$ cat src/include/rrsir_consts.svh
// register offsets, field positions and reset values of the receive status block
`ifndef RRSIR_CONSTS_SVH
`define RRSIR_CONSTS_SVH
`define RRSIR_ADDR_IRQ 6'h07
`define RRSIR_ADDR_STAT 6'h08
`define RRSIR_ADDR_COUNT 6'h09
`define RRSIR_ADDR_LEN 6'h0a
`define RRSIR_BIT_OW 7
`define RRSIR_BIT_RSVD 6
`define RRSIR_BIT_FULL 5
`define RRSIR_BIT_HALF 4
`define RRSIR_BIT_NE 3
`define RRSIR_BIT_BERR 2
`define RRSIR_BIT_RXC 1
`define RRSIR_BIT_RXE 0
`define RRSIR_BUF_DEPTH 5'h10
`define RRSIR_HALF_LEVEL 5'h08
`define RRSIR_HALF_BURST 4'h8
`define RRSIR_RESET_BYTE 8'h00
`define RRSIR_STAT_RESET 8'h08
`endif

$ cat src/include/rrsir_pkg.sv
// types shared by both ends of the receive status block
package rrsir_pkg;
    // receive data modes reported in the status register
    typedef enum logic [1:0] {
        RRSIR_MODE_GFSK = 2'h0,
        RRSIR_MODE_OCTAL = 2'h1,
        RRSIR_MODE_DOUBLE = 2'h2,
        RRSIR_MODE_INVALID = 2'h3
    } rrsir_mode_t;
    // host sequencer states
    typedef enum logic [2:0] {
        RRSIR_H_IDLE,
        RRSIR_H_READ_IRQ,
        RRSIR_H_READ_IRQ2,
        RRSIR_H_READ_STAT,
        RRSIR_H_READ_COUNT,
        RRSIR_H_DRAIN
    } rrsir_hstate_t;
endpackage : rrsir_pkg

$ cat src/include/rrsir_if.sv
// register port between receive status device and host
`timescale 1ns/10ps
interface rrsir_if;
    logic rd;          // host read strobe, one cycle
    logic wr;          // host write strobe, one cycle
    logic [5:0] addr;  // register address
    logic [7:0] wdata; // write data
    logic [7:0] rdata; // read data, valid cycle after rd
    logic rvalid;      // read data valid pulse
    logic buf_rd;      // host pops one receive buffer byte
    logic [7:0] buf_data; // popped byte, valid with buf_valid
    logic buf_valid;   // popped byte valid pulse
    logic rx_start;    // host sets receive start, one cycle
    logic rx_go;       // receive start still pending
    logic irq;         // interrupt level, active high
    logic [6:0] irq_en; // receive interrupt enables, host owned
    logic ow_en;       // overwrite enable, host owned
    modport dev (input rd, wr, addr, wdata, buf_rd, rx_start, irq_en, ow_en,
                 output rdata, rvalid, buf_data, buf_valid, rx_go, irq);
    modport host (output rd, wr, addr, wdata, buf_rd, rx_start, irq_en, ow_en,
                  input rdata, rvalid, buf_data, buf_valid, rx_go, irq);
endinterface : rrsir_if

$ cat src/rtl/rrsir_dev.sv
// receive status and interrupt registers with sixteen byte receive buffer
`timescale 1ns/10ps
`include "rrsir_consts.svh"
module rrsir_dev
    import rrsir_pkg::*;
(
    input wire logic i_sys_clk,          // system clock
    input wire logic i_rst,              // synchronous reset, active high
    rrsir_if.dev bus,                    // host register port
    input wire logic i_sop,              // start of packet pulse
    input wire logic i_len_valid,        // length field arrived pulse
    input wire logic [7:0] i_len,        // received length field
    input wire logic i_len_bad,          // length field corrupted
    input wire logic i_byte_valid,       // payload byte arrived pulse
    input wire logic [7:0] i_byte,       // payload byte
    input wire logic i_eop,              // packet end pulse with status below
    input wire logic i_crc_bad,          // checksum wrong
    input wire logic i_crc_zero,         // checksum used zero seed
    input wire logic i_early_end,        // end before length and checksum
    input wire logic i_is_ack,           // received packet is an acknowledge
    input wire logic i_expect_ack,       // acknowledge was expected
    input wire logic i_code64,           // 64-chip code in use
    input wire logic [1:0] i_mode,       // data mode of packet
    input wire logic i_xact_mode,        // transaction mode on
    input wire logic i_ack_sent,         // acknowledge transmitted pulse
    output logic o_rx_active             // device is in receive mode
);
    // ------------------------------------------------------------
    // state
    // ------------------------------------------------------------
    typedef struct packed {
        logic [7:0][7:0] mem_lo;   // buffer words 0..7
        logic [7:0][7:0] mem_hi;   // buffer words 8..15
        logic [3:0] wptr;          // write pointer
        logic [3:0] rptr;          // read pointer
        logic [4:0] level;         // bytes held
        logic ow, berr, rxc, rxe;  // sticky flags
        logic go;                  // receive start pending
        logic active;              // packet in progress
        logic ack_wait;            // complete waits for ack send
        logic [7:0] stat;          // packet status byte
        logic [7:0] count;         // payload byte count
        logic [7:0] len;           // length field
        logic [7:0] rdata;         // read data
        logic rvalid;              // read valid
        logic [7:0] bdata;         // popped byte
        logic bvalid;              // pop valid
    } rrsir_dstate_t;
    rrsir_dstate_t st_reg;
    rrsir_dstate_t st_next;
    logic [7:0] flags;        // assembled interrupt register
    logic pop_ok;             // legal pop
    logic push_ok;            // legal push
    logic sop_take;           // start of packet accepted
    logic [15:0][7:0] mem;    // buffer view
    // ------------------------------------------------------------
    // combinational helpers
    // ------------------------------------------------------------
    // interrupt register image, reserved bit reads zero
    always_comb begin
        flags = 8'h00;
        flags[`RRSIR_BIT_OW] = st_reg.ow;
        flags[`RRSIR_BIT_FULL] = (st_reg.level == `RRSIR_BUF_DEPTH);
        flags[`RRSIR_BIT_HALF] = (st_reg.level >= `RRSIR_HALF_LEVEL);
        flags[`RRSIR_BIT_NE] = (st_reg.level != 5'h00);
        flags[`RRSIR_BIT_BERR] = st_reg.berr;
        flags[`RRSIR_BIT_RXC] = st_reg.rxc;
        flags[`RRSIR_BIT_RXE] = st_reg.rxe;
    end
    assign mem = {st_reg.mem_hi, st_reg.mem_lo};
    assign pop_ok = bus.buf_rd && (st_reg.level != 5'h00);
    // without overwrite, sop ignored while buffer holds data
    assign sop_take = i_sop && (bus.ow_en || st_reg.level == 5'h00 || !st_reg.go);
    assign push_ok = i_byte_valid && st_reg.active
        && (st_reg.level != `RRSIR_BUF_DEPTH);
    // ------------------------------------------------------------
    // next state
    // ------------------------------------------------------------
    always_comb begin
        st_next = st_reg;
        st_next.rvalid = 1'b0;
        st_next.bvalid = 1'b0;
        // host sets start, device clears it at packet end
        if (bus.rx_start) begin
            st_next.go = 1'b1;
        end
        // buffer pop
        if (pop_ok) begin
            st_next.bdata = mem[st_reg.rptr];
            st_next.bvalid = 1'b1;
            st_next.rptr = st_reg.rptr + 4'h1;
        end
        // register reads; interrupt register read clears complete and error
        if (bus.rd) begin
            st_next.rvalid = 1'b1;
            case (bus.addr)
                `RRSIR_ADDR_IRQ: begin
                    st_next.rdata = flags;
                    st_next.rxc = 1'b0;
                    st_next.rxe = 1'b0;
                end
                `RRSIR_ADDR_STAT: st_next.rdata = st_reg.stat;
                `RRSIR_ADDR_COUNT: st_next.rdata = st_reg.count;
                `RRSIR_ADDR_LEN: st_next.rdata = st_reg.len;
                default: st_next.rdata = 8'h00;
            endcase
        end
        // any write to the interrupt register clears overwrite
        if (bus.wr && bus.addr == `RRSIR_ADDR_IRQ) begin
            st_next.ow = 1'b0;
        end
        // start of packet
        if (sop_take && st_reg.go) begin
            st_next.active = 1'b1;
            st_next.stat[5] = 1'b0;
            // start with receive armed clears buffer error
            st_next.berr = 1'b0;
            if (st_reg.level != 5'h00) begin
                st_next.ow = 1'b1;
                st_next.level = 5'h00;
                st_next.rptr = st_reg.wptr;
            end
        end else if (i_sop && st_reg.go && !sop_take) begin
            // packet dropped because buffer still occupied
            st_next.rxe = 1'b1;
        end
        // length capture; corrupt field loads zero except gfsk
        if (i_len_valid && st_reg.active) begin
            st_next.count = `RRSIR_RESET_BYTE;
            if (i_len_bad && i_mode != RRSIR_MODE_GFSK) begin
                st_next.len = `RRSIR_RESET_BYTE;
                st_next.rxe = 1'b1;
            end else begin
                st_next.len = i_len;
            end
        end else if (push_ok) begin
            st_next.count = st_reg.count + 8'h01;
        end
        // buffer push and level tracking
        if (push_ok) begin
            if (st_reg.wptr[3]) begin
                st_next.mem_hi[st_reg.wptr[2:0]] = i_byte;
            end else begin
                st_next.mem_lo[st_reg.wptr[2:0]] = i_byte;
            end
            st_next.wptr = st_reg.wptr + 4'h1;
        end
        if (!(sop_take && st_reg.go && st_reg.level != 5'h00)) begin
            st_next.level = st_reg.level + {4'h0, push_ok} - {4'h0, pop_ok};
        end else begin
            st_next.level = {4'h0, push_ok};
        end
        // empty pop or overflow sets buffer error
        if ((bus.buf_rd && st_reg.level == 5'h00)
            || (i_byte_valid && st_reg.active && st_reg.level == `RRSIR_BUF_DEPTH)) begin
            st_next.berr = 1'b1;
        end
        // packet end
        if (i_eop && st_reg.active) begin
            st_next.active = 1'b0;
            st_next.go = 1'b0;
            st_next.stat[7] = i_is_ack;
            st_next.stat[6] = (i_is_ack != i_expect_ack);
            st_next.stat[5] = i_early_end;
            st_next.stat[4] = i_crc_zero;
            st_next.stat[3] = i_crc_bad;
            if (i_crc_bad || i_early_end || (i_is_ack != i_expect_ack)) begin
                st_next.rxe = 1'b1;
            end else begin
                // code length of last good packet
                st_next.stat[2] = i_code64;
                st_next.stat[1:0] = i_mode;
                // complete now, or after ack in transaction mode
                if (i_xact_mode) begin
                    st_next.ack_wait = 1'b1;
                end else begin
                    st_next.rxc = 1'b1;
                end
            end
        end
        if (st_reg.ack_wait && i_ack_sent) begin
            st_next.ack_wait = 1'b0;
            st_next.rxc = 1'b1;
        end
    end
    // ------------------------------------------------------------
    // register
    // ------------------------------------------------------------
    always_ff @(posedge i_sys_clk) begin
        if (i_rst) begin
            st_reg <= '0;
            st_reg.stat <= `RRSIR_STAT_RESET;
        end else begin
            st_reg <= st_next;
        end
    end
    // ------------------------------------------------------------
    // outputs
    // ------------------------------------------------------------
    assign bus.rdata = st_reg.rdata;
    assign bus.rvalid = st_reg.rvalid;
    assign bus.buf_data = st_reg.bdata;
    assign bus.buf_valid = st_reg.bvalid;
    assign bus.rx_go = st_reg.go;
    assign bus.irq = |({flags[7], flags[5:0]} & bus.irq_en);
    assign o_rx_active = st_reg.active;
endmodule : rrsir_dev

$ cat src/flat_wrapper.sv
// flat-port wrapper written by rule: the top's interface ports become plain ports
module rrsir_dev_flat import rrsir_pkg::*;
  (i_sys_clk, i_rst, i_sop, i_len_valid, i_len, i_len_bad, i_byte_valid, i_byte, i_eop, i_crc_bad, i_crc_zero, i_early_end, i_is_ack, i_expect_ack, i_code64, i_mode, i_xact_mode, i_ack_sent, o_rx_active, bus_rd, bus_wr, bus_addr, bus_wdata, bus_buf_rd, bus_rx_start, bus_irq_en, bus_ow_en, bus_rdata, bus_rvalid, bus_buf_data, bus_buf_valid, bus_rx_go, bus_irq);
  rrsir_if bus_i ();
  input wire logic i_sys_clk;
  input wire logic i_rst;
  input wire logic i_sop;
  input wire logic i_len_valid;
  input wire logic [7:0] i_len;
  input wire logic i_len_bad;
  input wire logic i_byte_valid;
  input wire logic [7:0] i_byte;
  input wire logic i_eop;
  input wire logic i_crc_bad;
  input wire logic i_crc_zero;
  input wire logic i_early_end;
  input wire logic i_is_ack;
  input wire logic i_expect_ack;
  input wire logic i_code64;
  input wire logic [1:0] i_mode;
  input wire logic i_xact_mode;
  input wire logic i_ack_sent;
  output logic o_rx_active;
  input wire logic [$bits(bus_i.rd)-1:0] bus_rd;
  input wire logic [$bits(bus_i.wr)-1:0] bus_wr;
  input wire logic [$bits(bus_i.addr)-1:0] bus_addr;
  input wire logic [$bits(bus_i.wdata)-1:0] bus_wdata;
  input wire logic [$bits(bus_i.buf_rd)-1:0] bus_buf_rd;
  input wire logic [$bits(bus_i.rx_start)-1:0] bus_rx_start;
  input wire logic [$bits(bus_i.irq_en)-1:0] bus_irq_en;
  input wire logic [$bits(bus_i.ow_en)-1:0] bus_ow_en;
  output wire logic [$bits(bus_i.rdata)-1:0] bus_rdata;
  output wire logic [$bits(bus_i.rvalid)-1:0] bus_rvalid;
  output wire logic [$bits(bus_i.buf_data)-1:0] bus_buf_data;
  output wire logic [$bits(bus_i.buf_valid)-1:0] bus_buf_valid;
  output wire logic [$bits(bus_i.rx_go)-1:0] bus_rx_go;
  output wire logic [$bits(bus_i.irq)-1:0] bus_irq;
  assign bus_i.rd = bus_rd;
  assign bus_i.wr = bus_wr;
  assign bus_i.addr = bus_addr;
  assign bus_i.wdata = bus_wdata;
  assign bus_i.buf_rd = bus_buf_rd;
  assign bus_i.rx_start = bus_rx_start;
  assign bus_i.irq_en = bus_irq_en;
  assign bus_i.ow_en = bus_ow_en;
  assign bus_rdata = bus_i.rdata;
  assign bus_rvalid = bus_i.rvalid;
  assign bus_buf_data = bus_i.buf_data;
  assign bus_buf_valid = bus_i.buf_valid;
  assign bus_rx_go = bus_i.rx_go;
  assign bus_irq = bus_i.irq;
  rrsir_dev u_core (.i_sys_clk(i_sys_clk), .i_rst(i_rst), .bus(bus_i), .i_sop(i_sop), .i_len_valid(i_len_valid), .i_len(i_len), .i_len_bad(i_len_bad), .i_byte_valid(i_byte_valid), .i_byte(i_byte), .i_eop(i_eop), .i_crc_bad(i_crc_bad), .i_crc_zero(i_crc_zero), .i_early_end(i_early_end), .i_is_ack(i_is_ack), .i_expect_ack(i_expect_ack), .i_code64(i_code64), .i_mode(i_mode), .i_xact_mode(i_xact_mode), .i_ack_sent(i_ack_sent), .o_rx_active(o_rx_active));
endmodule
$ cat config.mk
export PLATFORM = sky130hd
export DESIGN_NAME = rrsir_dev_flat
export DESIGN_NICKNAME = d
export VERILOG_FILES = /design/src/include/rrsir_pkg.sv /design/src/include/rrsir_if.sv /design/src/rtl/rrsir_dev.sv /design/src/flat_wrapper.sv
export VERILOG_INCLUDE_DIRS = /design/src /design/src/include
export SDC_FILE = /design/constraint.sdc
export NUM_CORES = 1
export LEC_CHECK = 0
export BUFFER_PORTS_ARGS = -buffer_cell sky130_fd_sc_hd__buf_2
export CAP_MARGIN = 20
export CORE_AREA = 4 4 130 194
export DETAILED_ROUTE_END_ITERATION = 10
export DIE_AREA = 0 0 134 198
export GPL_ROUTABILITY_DRIVEN = 0
export REMOVE_ABC_BUFFERS = 1
export SYNTH_ARGS = -nofsm -noshare
export SYNTH_HDL_FRONTEND = slang
export SYNTH_SLANG_ARGS = --single-unit
$ cat constraint.sdc
create_clock -name i_sys_clk -period 7.8 [get_ports i_sys_clk]
set_input_delay 1.56 -clock i_sys_clk [delete_from_list [all_inputs] [get_ports i_sys_clk]]
set_output_delay 1.56 -clock i_sys_clk [all_outputs]
set_load 0.005 [all_outputs]
Word-level counts from Yosys, hierarchy flattened
Cells that the tools add are included.
{"block": "totals", "out_inout_bits": 21, "input_bits": 59, "wordCells": 125, "ff_bits": 190}
{"block": "op_classes", "n_addsub": 5, "muxes": 33, "n_lt_le_gt_ge": 4, "eq_ne": 7, "n_reduce_logical": 37, "bitwise": 3}
{"op": "bitwise mux 64 bit", "n": 2}
{"op": "binary-select mux 8 bit (select 4 bit)", "n": 1}
{"op": "one-hot mux 8 bit (4 select lines)", "n": 1}
{"op": "demux 8 bit (select 3 bit)", "n": 1}
{"op": "two-way mux 8 bit", "n": 3}
{"op": "== test 6 x 4 -> 1 bit (second input constant)", "n": 3}
{"op": "two-way mux 1 bit", "n": 18}
{"op": "logical AND 1 bit", "n": 16}
{"op": "two-way mux 13 bit", "n": 1}
{"op": "two-way mux 11 bit", "n": 1}
{"op": "two-way mux 10 bit", "n": 1}
{"op": "adder 4 x 1 -> 4 bit (second input constant)", "n": 2}
{"op": "adder 8 x 1 -> 8 bit (second input constant)", "n": 1}
{"op": "OR reduction 2 bit", "n": 4}
{"op": "AND 7 bit", "n": 1}
{"op": "OR reduction 7 bit", "n": 1}
{"op": "== test 6 x 3 -> 1 bit (second input constant)", "n": 1}
{"op": "AND reduction 2 bit", "n": 3}
{"op": "nonzero test 2 bit", "n": 3}
{"op": "adder 5 x 1 -> 5 bit", "n": 1}
{"op": "== test 5 bit (second input constant)", "n": 1}
{"op": "greater-or-equal comparator 5 x 4 -> 1 bit (second input constant)", "n": 1}
{"op": "logical NOT 5 bit", "n": 1}
{"op": "logical OR 1 bit", "n": 5}
{"op": "other kinds (13)", "n": 16}

Depth between registers and ports, before layout
Gate-level depths: netlist (run 1).
{"block": "depth", "ltp_word": 13, "mapped_depth": 15, "mapped_depth_nobuf": 13}

Worst setup path before layout (run 1)
OpenSTA, ideal clock, no wires.
{"block": "synth_timing", "path_type": "input-to-reg", "from": "input port bus_buf_rd", "to": "register u_core.st_reg[53] in the netlist's numbering", "path_slack_ps": 4372, "n_path_buf": 1, "arrival_ps": 3350, "required_time_ps": 7722, "cell_stages": 11, "setup_time_ps": 78, "cell_sequence": "nand2_1 > clkbuf_1 > inv_1 > ha_1 > inv_1 > ha_1 > fa_1 > a21oi_1 > o21bai_1 > xor2_1 > nor3_1"}
{"block": "synth_via", "elab_chain_len": 2}
{"item": "start, declared", "line_no": "flat_wrapper.sv:28", "text": "input wire logic [$bits(bus_i.buf_rd)-1:0] bus_buf_rd;"}
{"item": "logical AND 1 bit", "line_no": "rrsir_dev.sv:71", "text": "assign pop_ok = bus.buf_rd && (st_reg.level != 5'h00);"}
{"item": "net u_core.pop_ok", "line_no": "rrsir_dev.sv:52", "text": "logic pop_ok;"}
{"item": "subtractor 5 x 1 -> 5 bit", "line_no": "rrsir_dev.sv:149", "text": "st_next.level = st_reg.level + {4'h0, push_ok} - {4'h0, pop_ok};"}
{"item": "end signal, assigned", "line_no": "rrsir_dev.sv:194", "text": "st_reg <= st_next;"}
{"item": "end, declared", "line_no": "rrsir_dev.sv:49", "text": "rrsir_dstate_t st_reg;"}
The timed path passes the listed nets, and every way through them passes these cells.
A chain may end at the register's enable or synchronous reset.

Final worst setup path (run 1)
{"block": "layout_timing", "from": "input port i_byte_valid", "to": "register u_core.st_reg[53] in the netlist's numbering"}
{"block": "layout_via", "elab_chain_len": 4}
{"item": "start, declared", "line_no": "flat_wrapper.sv:11", "text": "input wire logic i_byte_valid;"}
{"item": "logical AND 1 bit (2 in a row)", "line_no": "rrsir_dev.sv:74", "text": "assign push_ok = i_byte_valid && st_reg.active"}
{"item": "net u_core.push_ok", "line_no": "rrsir_dev.sv:53", "text": "logic push_ok;"}
{"item": "adder 5 x 1 -> 5 bit", "line_no": "rrsir_dev.sv:149"}
{"item": "subtractor 5 x 1 -> 5 bit", "line_no": "rrsir_dev.sv:149"}
The timed path passes the listed nets, and every way through them passes these cells.

==> results of run 1 <==
## logic make-up after synthesis
kind of cell,Yosys count,synth area share [%]
buffers and inverters,87,4.99
AOI/OAI and AO/OA,81,7.14
muxes,179,25.0
DFF,190,43.3
adders and majority gates,12,1.79
xor gates and xnor gates,14,1.40
and+or+nand+nor,257,16.4
## worst register-to-register path, delay by kind of cell, from the launching register on
kind | cells | cell delay (ps)
simple gates | 3 | 1290
compound gates | 2 | 250
xor+xnor | 1 | 140
flops | 1 | 320
buf+inv | 3 | 250
fa+ha+maj | 4 | 1130
## report_power, final
part,internal (mW),switching [mW],leakage (nW)
Combinational,0.134,0.221,1.40
Clock,0.502,0.420,0.308
Sequential,0.996,0.0254,1.53
## path summary, 6_finish.rpt
path,start,endpoint,slack [ps],cells past startpoint
max,i_byte_valid,u_core.st_reg[53],4030,10
min,u_core.st_reg[38],u_core.st_reg[38],480,2
max reg2reg,u_core.st_reg[51],u_core.st_reg[53],4340,13
min reg2reg,u_core.st_reg[38],u_core.st_reg[38],480,2
## area by class of cell
| class | count | area (sq um) |
|---|---|---|
| Clock buffer | 18 | 439 |
| Tap cell | 319 | 399 |
| Inverter | 13 | 48.8 |
| Multi-Input combinational cell | 543 | 4560 |
| Fill cell | 2281 | 13700 |
| Clock inverter | 14 | 196 |
| Timing Repair Buffer | 78 | 410 |
| Sequential cell | 190 | 3810 |
## layer usage
metal	vias to the layer above	share of wire (%)	GRT usage [%]	routed length, microns
met2	135	50	27.8	10300
met3	24	4.0	3.46	839
li1	3008	-	-	-
met1	2934	44	19.8	9200
met4	0	2.0	5.07	418
met5	-	0	0	0
## per-stage QoR
stage	std cells	setup slack (ps)	cell area, sq um	hold slack [ps]	utilization (%)
3_5_place_dp	1143	3570	9230	472	39.2
2_1_floorplan	746	651	8390	431	-
5_1_grt	1175	3810	9860	512	41.8
4_1_cts	1175	4020	9860	484	41.8
6_report	1175	4030	9860	478	41.8
3_3_place_gp	1143	3620	9230	461	39.2
## placed cells by master, fill, tap and decap left out, types with 12 or more instances in the layout
cell	instances
buf_2	70
nor4_4	15
inv_1	12
nand2_1	33
mux4_2	32
mux2i_1	147
clkbuf_16	17
dfxtp_1	188
nor2_1	149
a21oi_1	15
==> run summary, run 1 <==
critical path data required time: 8160 ps
share of cells above drive strength 1: 19.6%
HP Class: reg -> reg
slowest cell on the critical path: nand2_2
worst-path cell chain: buf_2 -> nand2_2 -> or2_1 -> clkinv_1 -> ha_1 -> fa_1 -> a21oi_1 -> o21bai_1 -> xor2_1 -> nor3_1
Starting Density: 37.3%
min cycle time layout: 3770 ps
Routed wire per std cell: 17.6 microns
synth top area cells: dfxtp_1, mux2i_1, mux4_2
Crit Path Class: in -> reg
number of synthesized flops with an enable pin: 0
Synth top cells by count: dfxtp_1, nor2_1, mux2i_1
PD cells: 233 nW/um^2
slew margin rel.: 28.5%
sequential area share after synthesis: 43.3%
Seq cells post-synth: 190
full die area: 26500 sq um
Inserted Clock Buffers: 17
Post-route DRC: 0
maximum clock rate: 0.265 GHz
worst clock skew: 11.2 ps
top cell type's share of synthesized area: 43.3%
number of vias per cell: 5.19
leakage power: 3.25 nW
most frequent cell after synthesis: dfxtp_1
CP startpoint kind: input pin
# clock sinks: 190
vias post-DR: 6101
Post-Syn Area: 8780 sq um
RSZ-0062 raised after global routing: false
H-tree levels: 4
library cells used by synthesis: 62
Layout area overhead: 12.3%
Power, Total: 2.30 mW
Setup TNS Final: 0 ps
Max FO, Critical Path: 23
Die X: 134 microns
crit path buf inv count: 2
Root Buffer: clkbuf_16
Critical Path Max Stage Delay: 660 ps
First-pass DRT Iterations: 5
IO Pins: 80
postcts setup bufs: 0
hold-fix buffers at CTS: 0
Die H: 198 microns
Initial DRC Count: 377
Reg clk slew, reported paths: 70 ps
first-pass GRT wire length: 33.3 mm
Final Max Tran Viols: 0
total track usage: 16.0%
synthesized area per cell: 10.7 sq um
endpoints failing setup: 0
n_diodes: 0
DP HPWL: 13.6 mm
max FFs per register: 128
antenna violation net count after detailed routing: 0
crit end category: flop
Port Buffers: 71
initial antenna violation count: 0
vias in the first global route: 6138
area leader, netlist: dfxtp_1
worst slew pin tran: 1060 ps
WP data arrival: 4130 ps
worst skew pair latency: 430 ps
fraction of registers with async set/reset: 0%
final-stage net count: 914
WL final: 20.7 mm
max-cap violation count: 0
Core ar.: 23600 sq um
Final period util: 48.3%
Max clock buf depth: 2
final hold vios: 0
GRT overflow: 0
CTS tree: done
Yosys warnings: 0
maximum VDD drop: 0.161 mV
largest net degree at the start of global routing: 93
CP top delay family: simple AND/OR/NAND/NOR gates
Std-Cell Rows: 69
Syn Inst Count: 820
status: completed
ys flop type: dfxtp_1
post-cts sizing count: 0
Power figures use the tool's default switching activity.
==> run 2: changes to the inputs <==
==> constraint.sdc (replaced) <==
create_clock -name i_sys_clk -period 3.3 [get_ports i_sys_clk]
set_input_delay 0.66 -clock i_sys_clk [delete_from_list [all_inputs] [get_ports i_sys_clk]]
set_output_delay 0.66 -clock i_sys_clk [all_outputs]
set_load 0.005 [all_outputs]
==> run 2 against run 1 <==
  * Wire length rose by 2.5%
  * Non-clock buffer count rose by 15
  * Utilization rose by 0.65 points
  * Worst hold slack got worse by 51 ps
  * Count of clock-buffer cells in the layout fell by 1
  * Via count rose by 0.54%
==> run summary, run 2 (synthesized netlist as in run 1, its figures left out) <==
slew margin rel.: 27.2%
Post-route DRC: 0
status: completed
met1 Usage GRT: 20.0%
Max clock buf depth: 2
PD cells: 544 nW/um^2
slowest cell on the critical path: or4b_1
commonest cells after routing, fill and taps aside: dfxtp_1, nor2_1, mux2i_1, buf_2, nand2_1
Inserted Clock Buffers: 17
HP Class: in -> reg
post-cts sizing count: 0
critical path data required time: 3670 ps
Root Buffer: clkbuf_16
min cycle time layout: 2960 ps
hold-fix buffers at CTS: 0
crit path buf inv count: 3
n_diodes: 0
FF-to-FF Start: u_core.st_reg[51]
CTS tree: done
pre-CTS WS: 379 ps
grt met2 use: 28.9%
CP startpoint kind: flop
worst slew pin tran: 1080 ps
share of cells above drive strength 1: 21.0%
full die area: 26500 sq um
Final period util: 89.6%
Routed wire per std cell: 17.9 microns
crit end category: flop
worst-path cell chain: inv_1 -> ha_1 -> or4b_1 -> nand2_1 -> inv_1 -> ha_1 -> inv_1 -> ha_1 -> fa_1 -> a21oi_1 -> o21bai_1 -> xor2_1 -> nor3_1
Critical Path Max Stage Delay: 610 ps
vias in the first global route: 6201
Layout area overhead: 14.0%
# clock sinks: 190
largest net degree at the start of global routing: 98
Die H: 198 microns
post-layout util: 42.5%
vias post-DR: 6134
postcts setup bufs: 0
Reg clk slew, reported paths: 90 ps
WL final: 21.2 mm
max-cap violation count: 0
total track usage: 16.4%
Port Buffers: 71
initial antenna violation count: 0
Fill cells: 2311
PnR worst setup slack: 342 ps
Starting Density: 37.3%
Die X: 134 microns
Final Max Tran Viols: 0
Std-Cell Rows: 69
GRT overflow: 0
max FFs per register: 128
hold wc startpoint: i_len[6]
final-stage net count: 929
DP HPWL: 14.4 mm
H-tree levels: 4
commonest non-fill, non-tap cell in the layout: dfxtp_1
WP data arrival: 3330 ps
Initial DRC Count: 373
antenna violation net count after detailed routing: 0
GR Util met3: 3.05%
first-pass GRT wire length: 34.1 mm
final hold vios: 0
CP top delay family: adder cells
worst skew pair latency: 440 ps
Core ar.: 23600 sq um
RSZ-0062 raised after global routing: false
leakage power: 3.34 nW
maximum clock rate: 0.338 GHz
CP Launch Point: u_core.st_reg[51]
number of vias per cell: 5.15
First-pass DRT Iterations: 6
endpoints failing setup: 0
Crit Path Class: reg -> reg
Max FO, Critical Path: 8
IO Pins: 80
maximum VDD drop: 0.371 mV
worst clock skew: 13.1 ps
GRT Max-Usage Layer: met2
-- run 2: cell count changes in the layout (fill, tap and decap cells not counted) --
cell / previous run / this run
buf_12: 0 / 4
clkinvlp_4: 1 / 0
inv_6: 3 / 1
inv_8: 4 / 7
clkinv_4: 1 / 0
inv_12: 0 / 3
buf_4: 8 / 19
clkinv_8: 3 / 4
bufinv_16: 2 / 0
clkbuf_8: 1 / 0
-- run 2: path summary, 6_finish.rpt --
kind / to / slack (ps) / cells past startpoint
worst max-delay path: u_core.st_reg[53] / 340 / 13
worst min-delay path: u_core.st_reg[24] / 430 / 2
worst max register to register: u_core.st_reg[53] / 340 / 13
worst min register to register: u_core.st_reg[39] / 470 / 2
-- run 2: area by class of cell --
class                           count  area (sq um)  area share, %
Multi-Input combinational cell    543          4560           45.6
Sequential cell                   190          3810           38.0
Timing Repair Buffer               93           573           5.72
Clock buffer                       17           425           4.25
Tap cell                          319           399           3.98
Clock inverter                     15           201           2.01
Inverter                           13          48.8          0.487
-- run 2: power by group --
group          internal (mW)  leakage (nW)  switching [mW]  total (mW)
clock network           1.06         0.306            1.09        2.15
registers               2.35          1.53           0.107        2.46
logic                  0.349          1.50           0.490       0.838
total                   3.76          3.34            1.69        5.45
-- run 2: stage by stage --
stage	TNS, ps	power [mW]	cells	cell area [sq um]	hold slack [ps]
CTS	0	5.52	1190	10000	412
detailed placement	0	3.36	1158	9390	461
floorplan	-429220	2.99	746	8390	431
global placement	0	3.35	1158	9390	460
global route	0	5.70	1190	10000	426
finish	0	5.45	1190	10000	427
-- run 2: routing by layer --
layer / up-vias / part of all wire [%]
li1: 3022 / -
met1: 2944 / 44
met2: 141 / 50
met3: 27 / 3.7
met4: 0 / 2.5
met5: - / 0
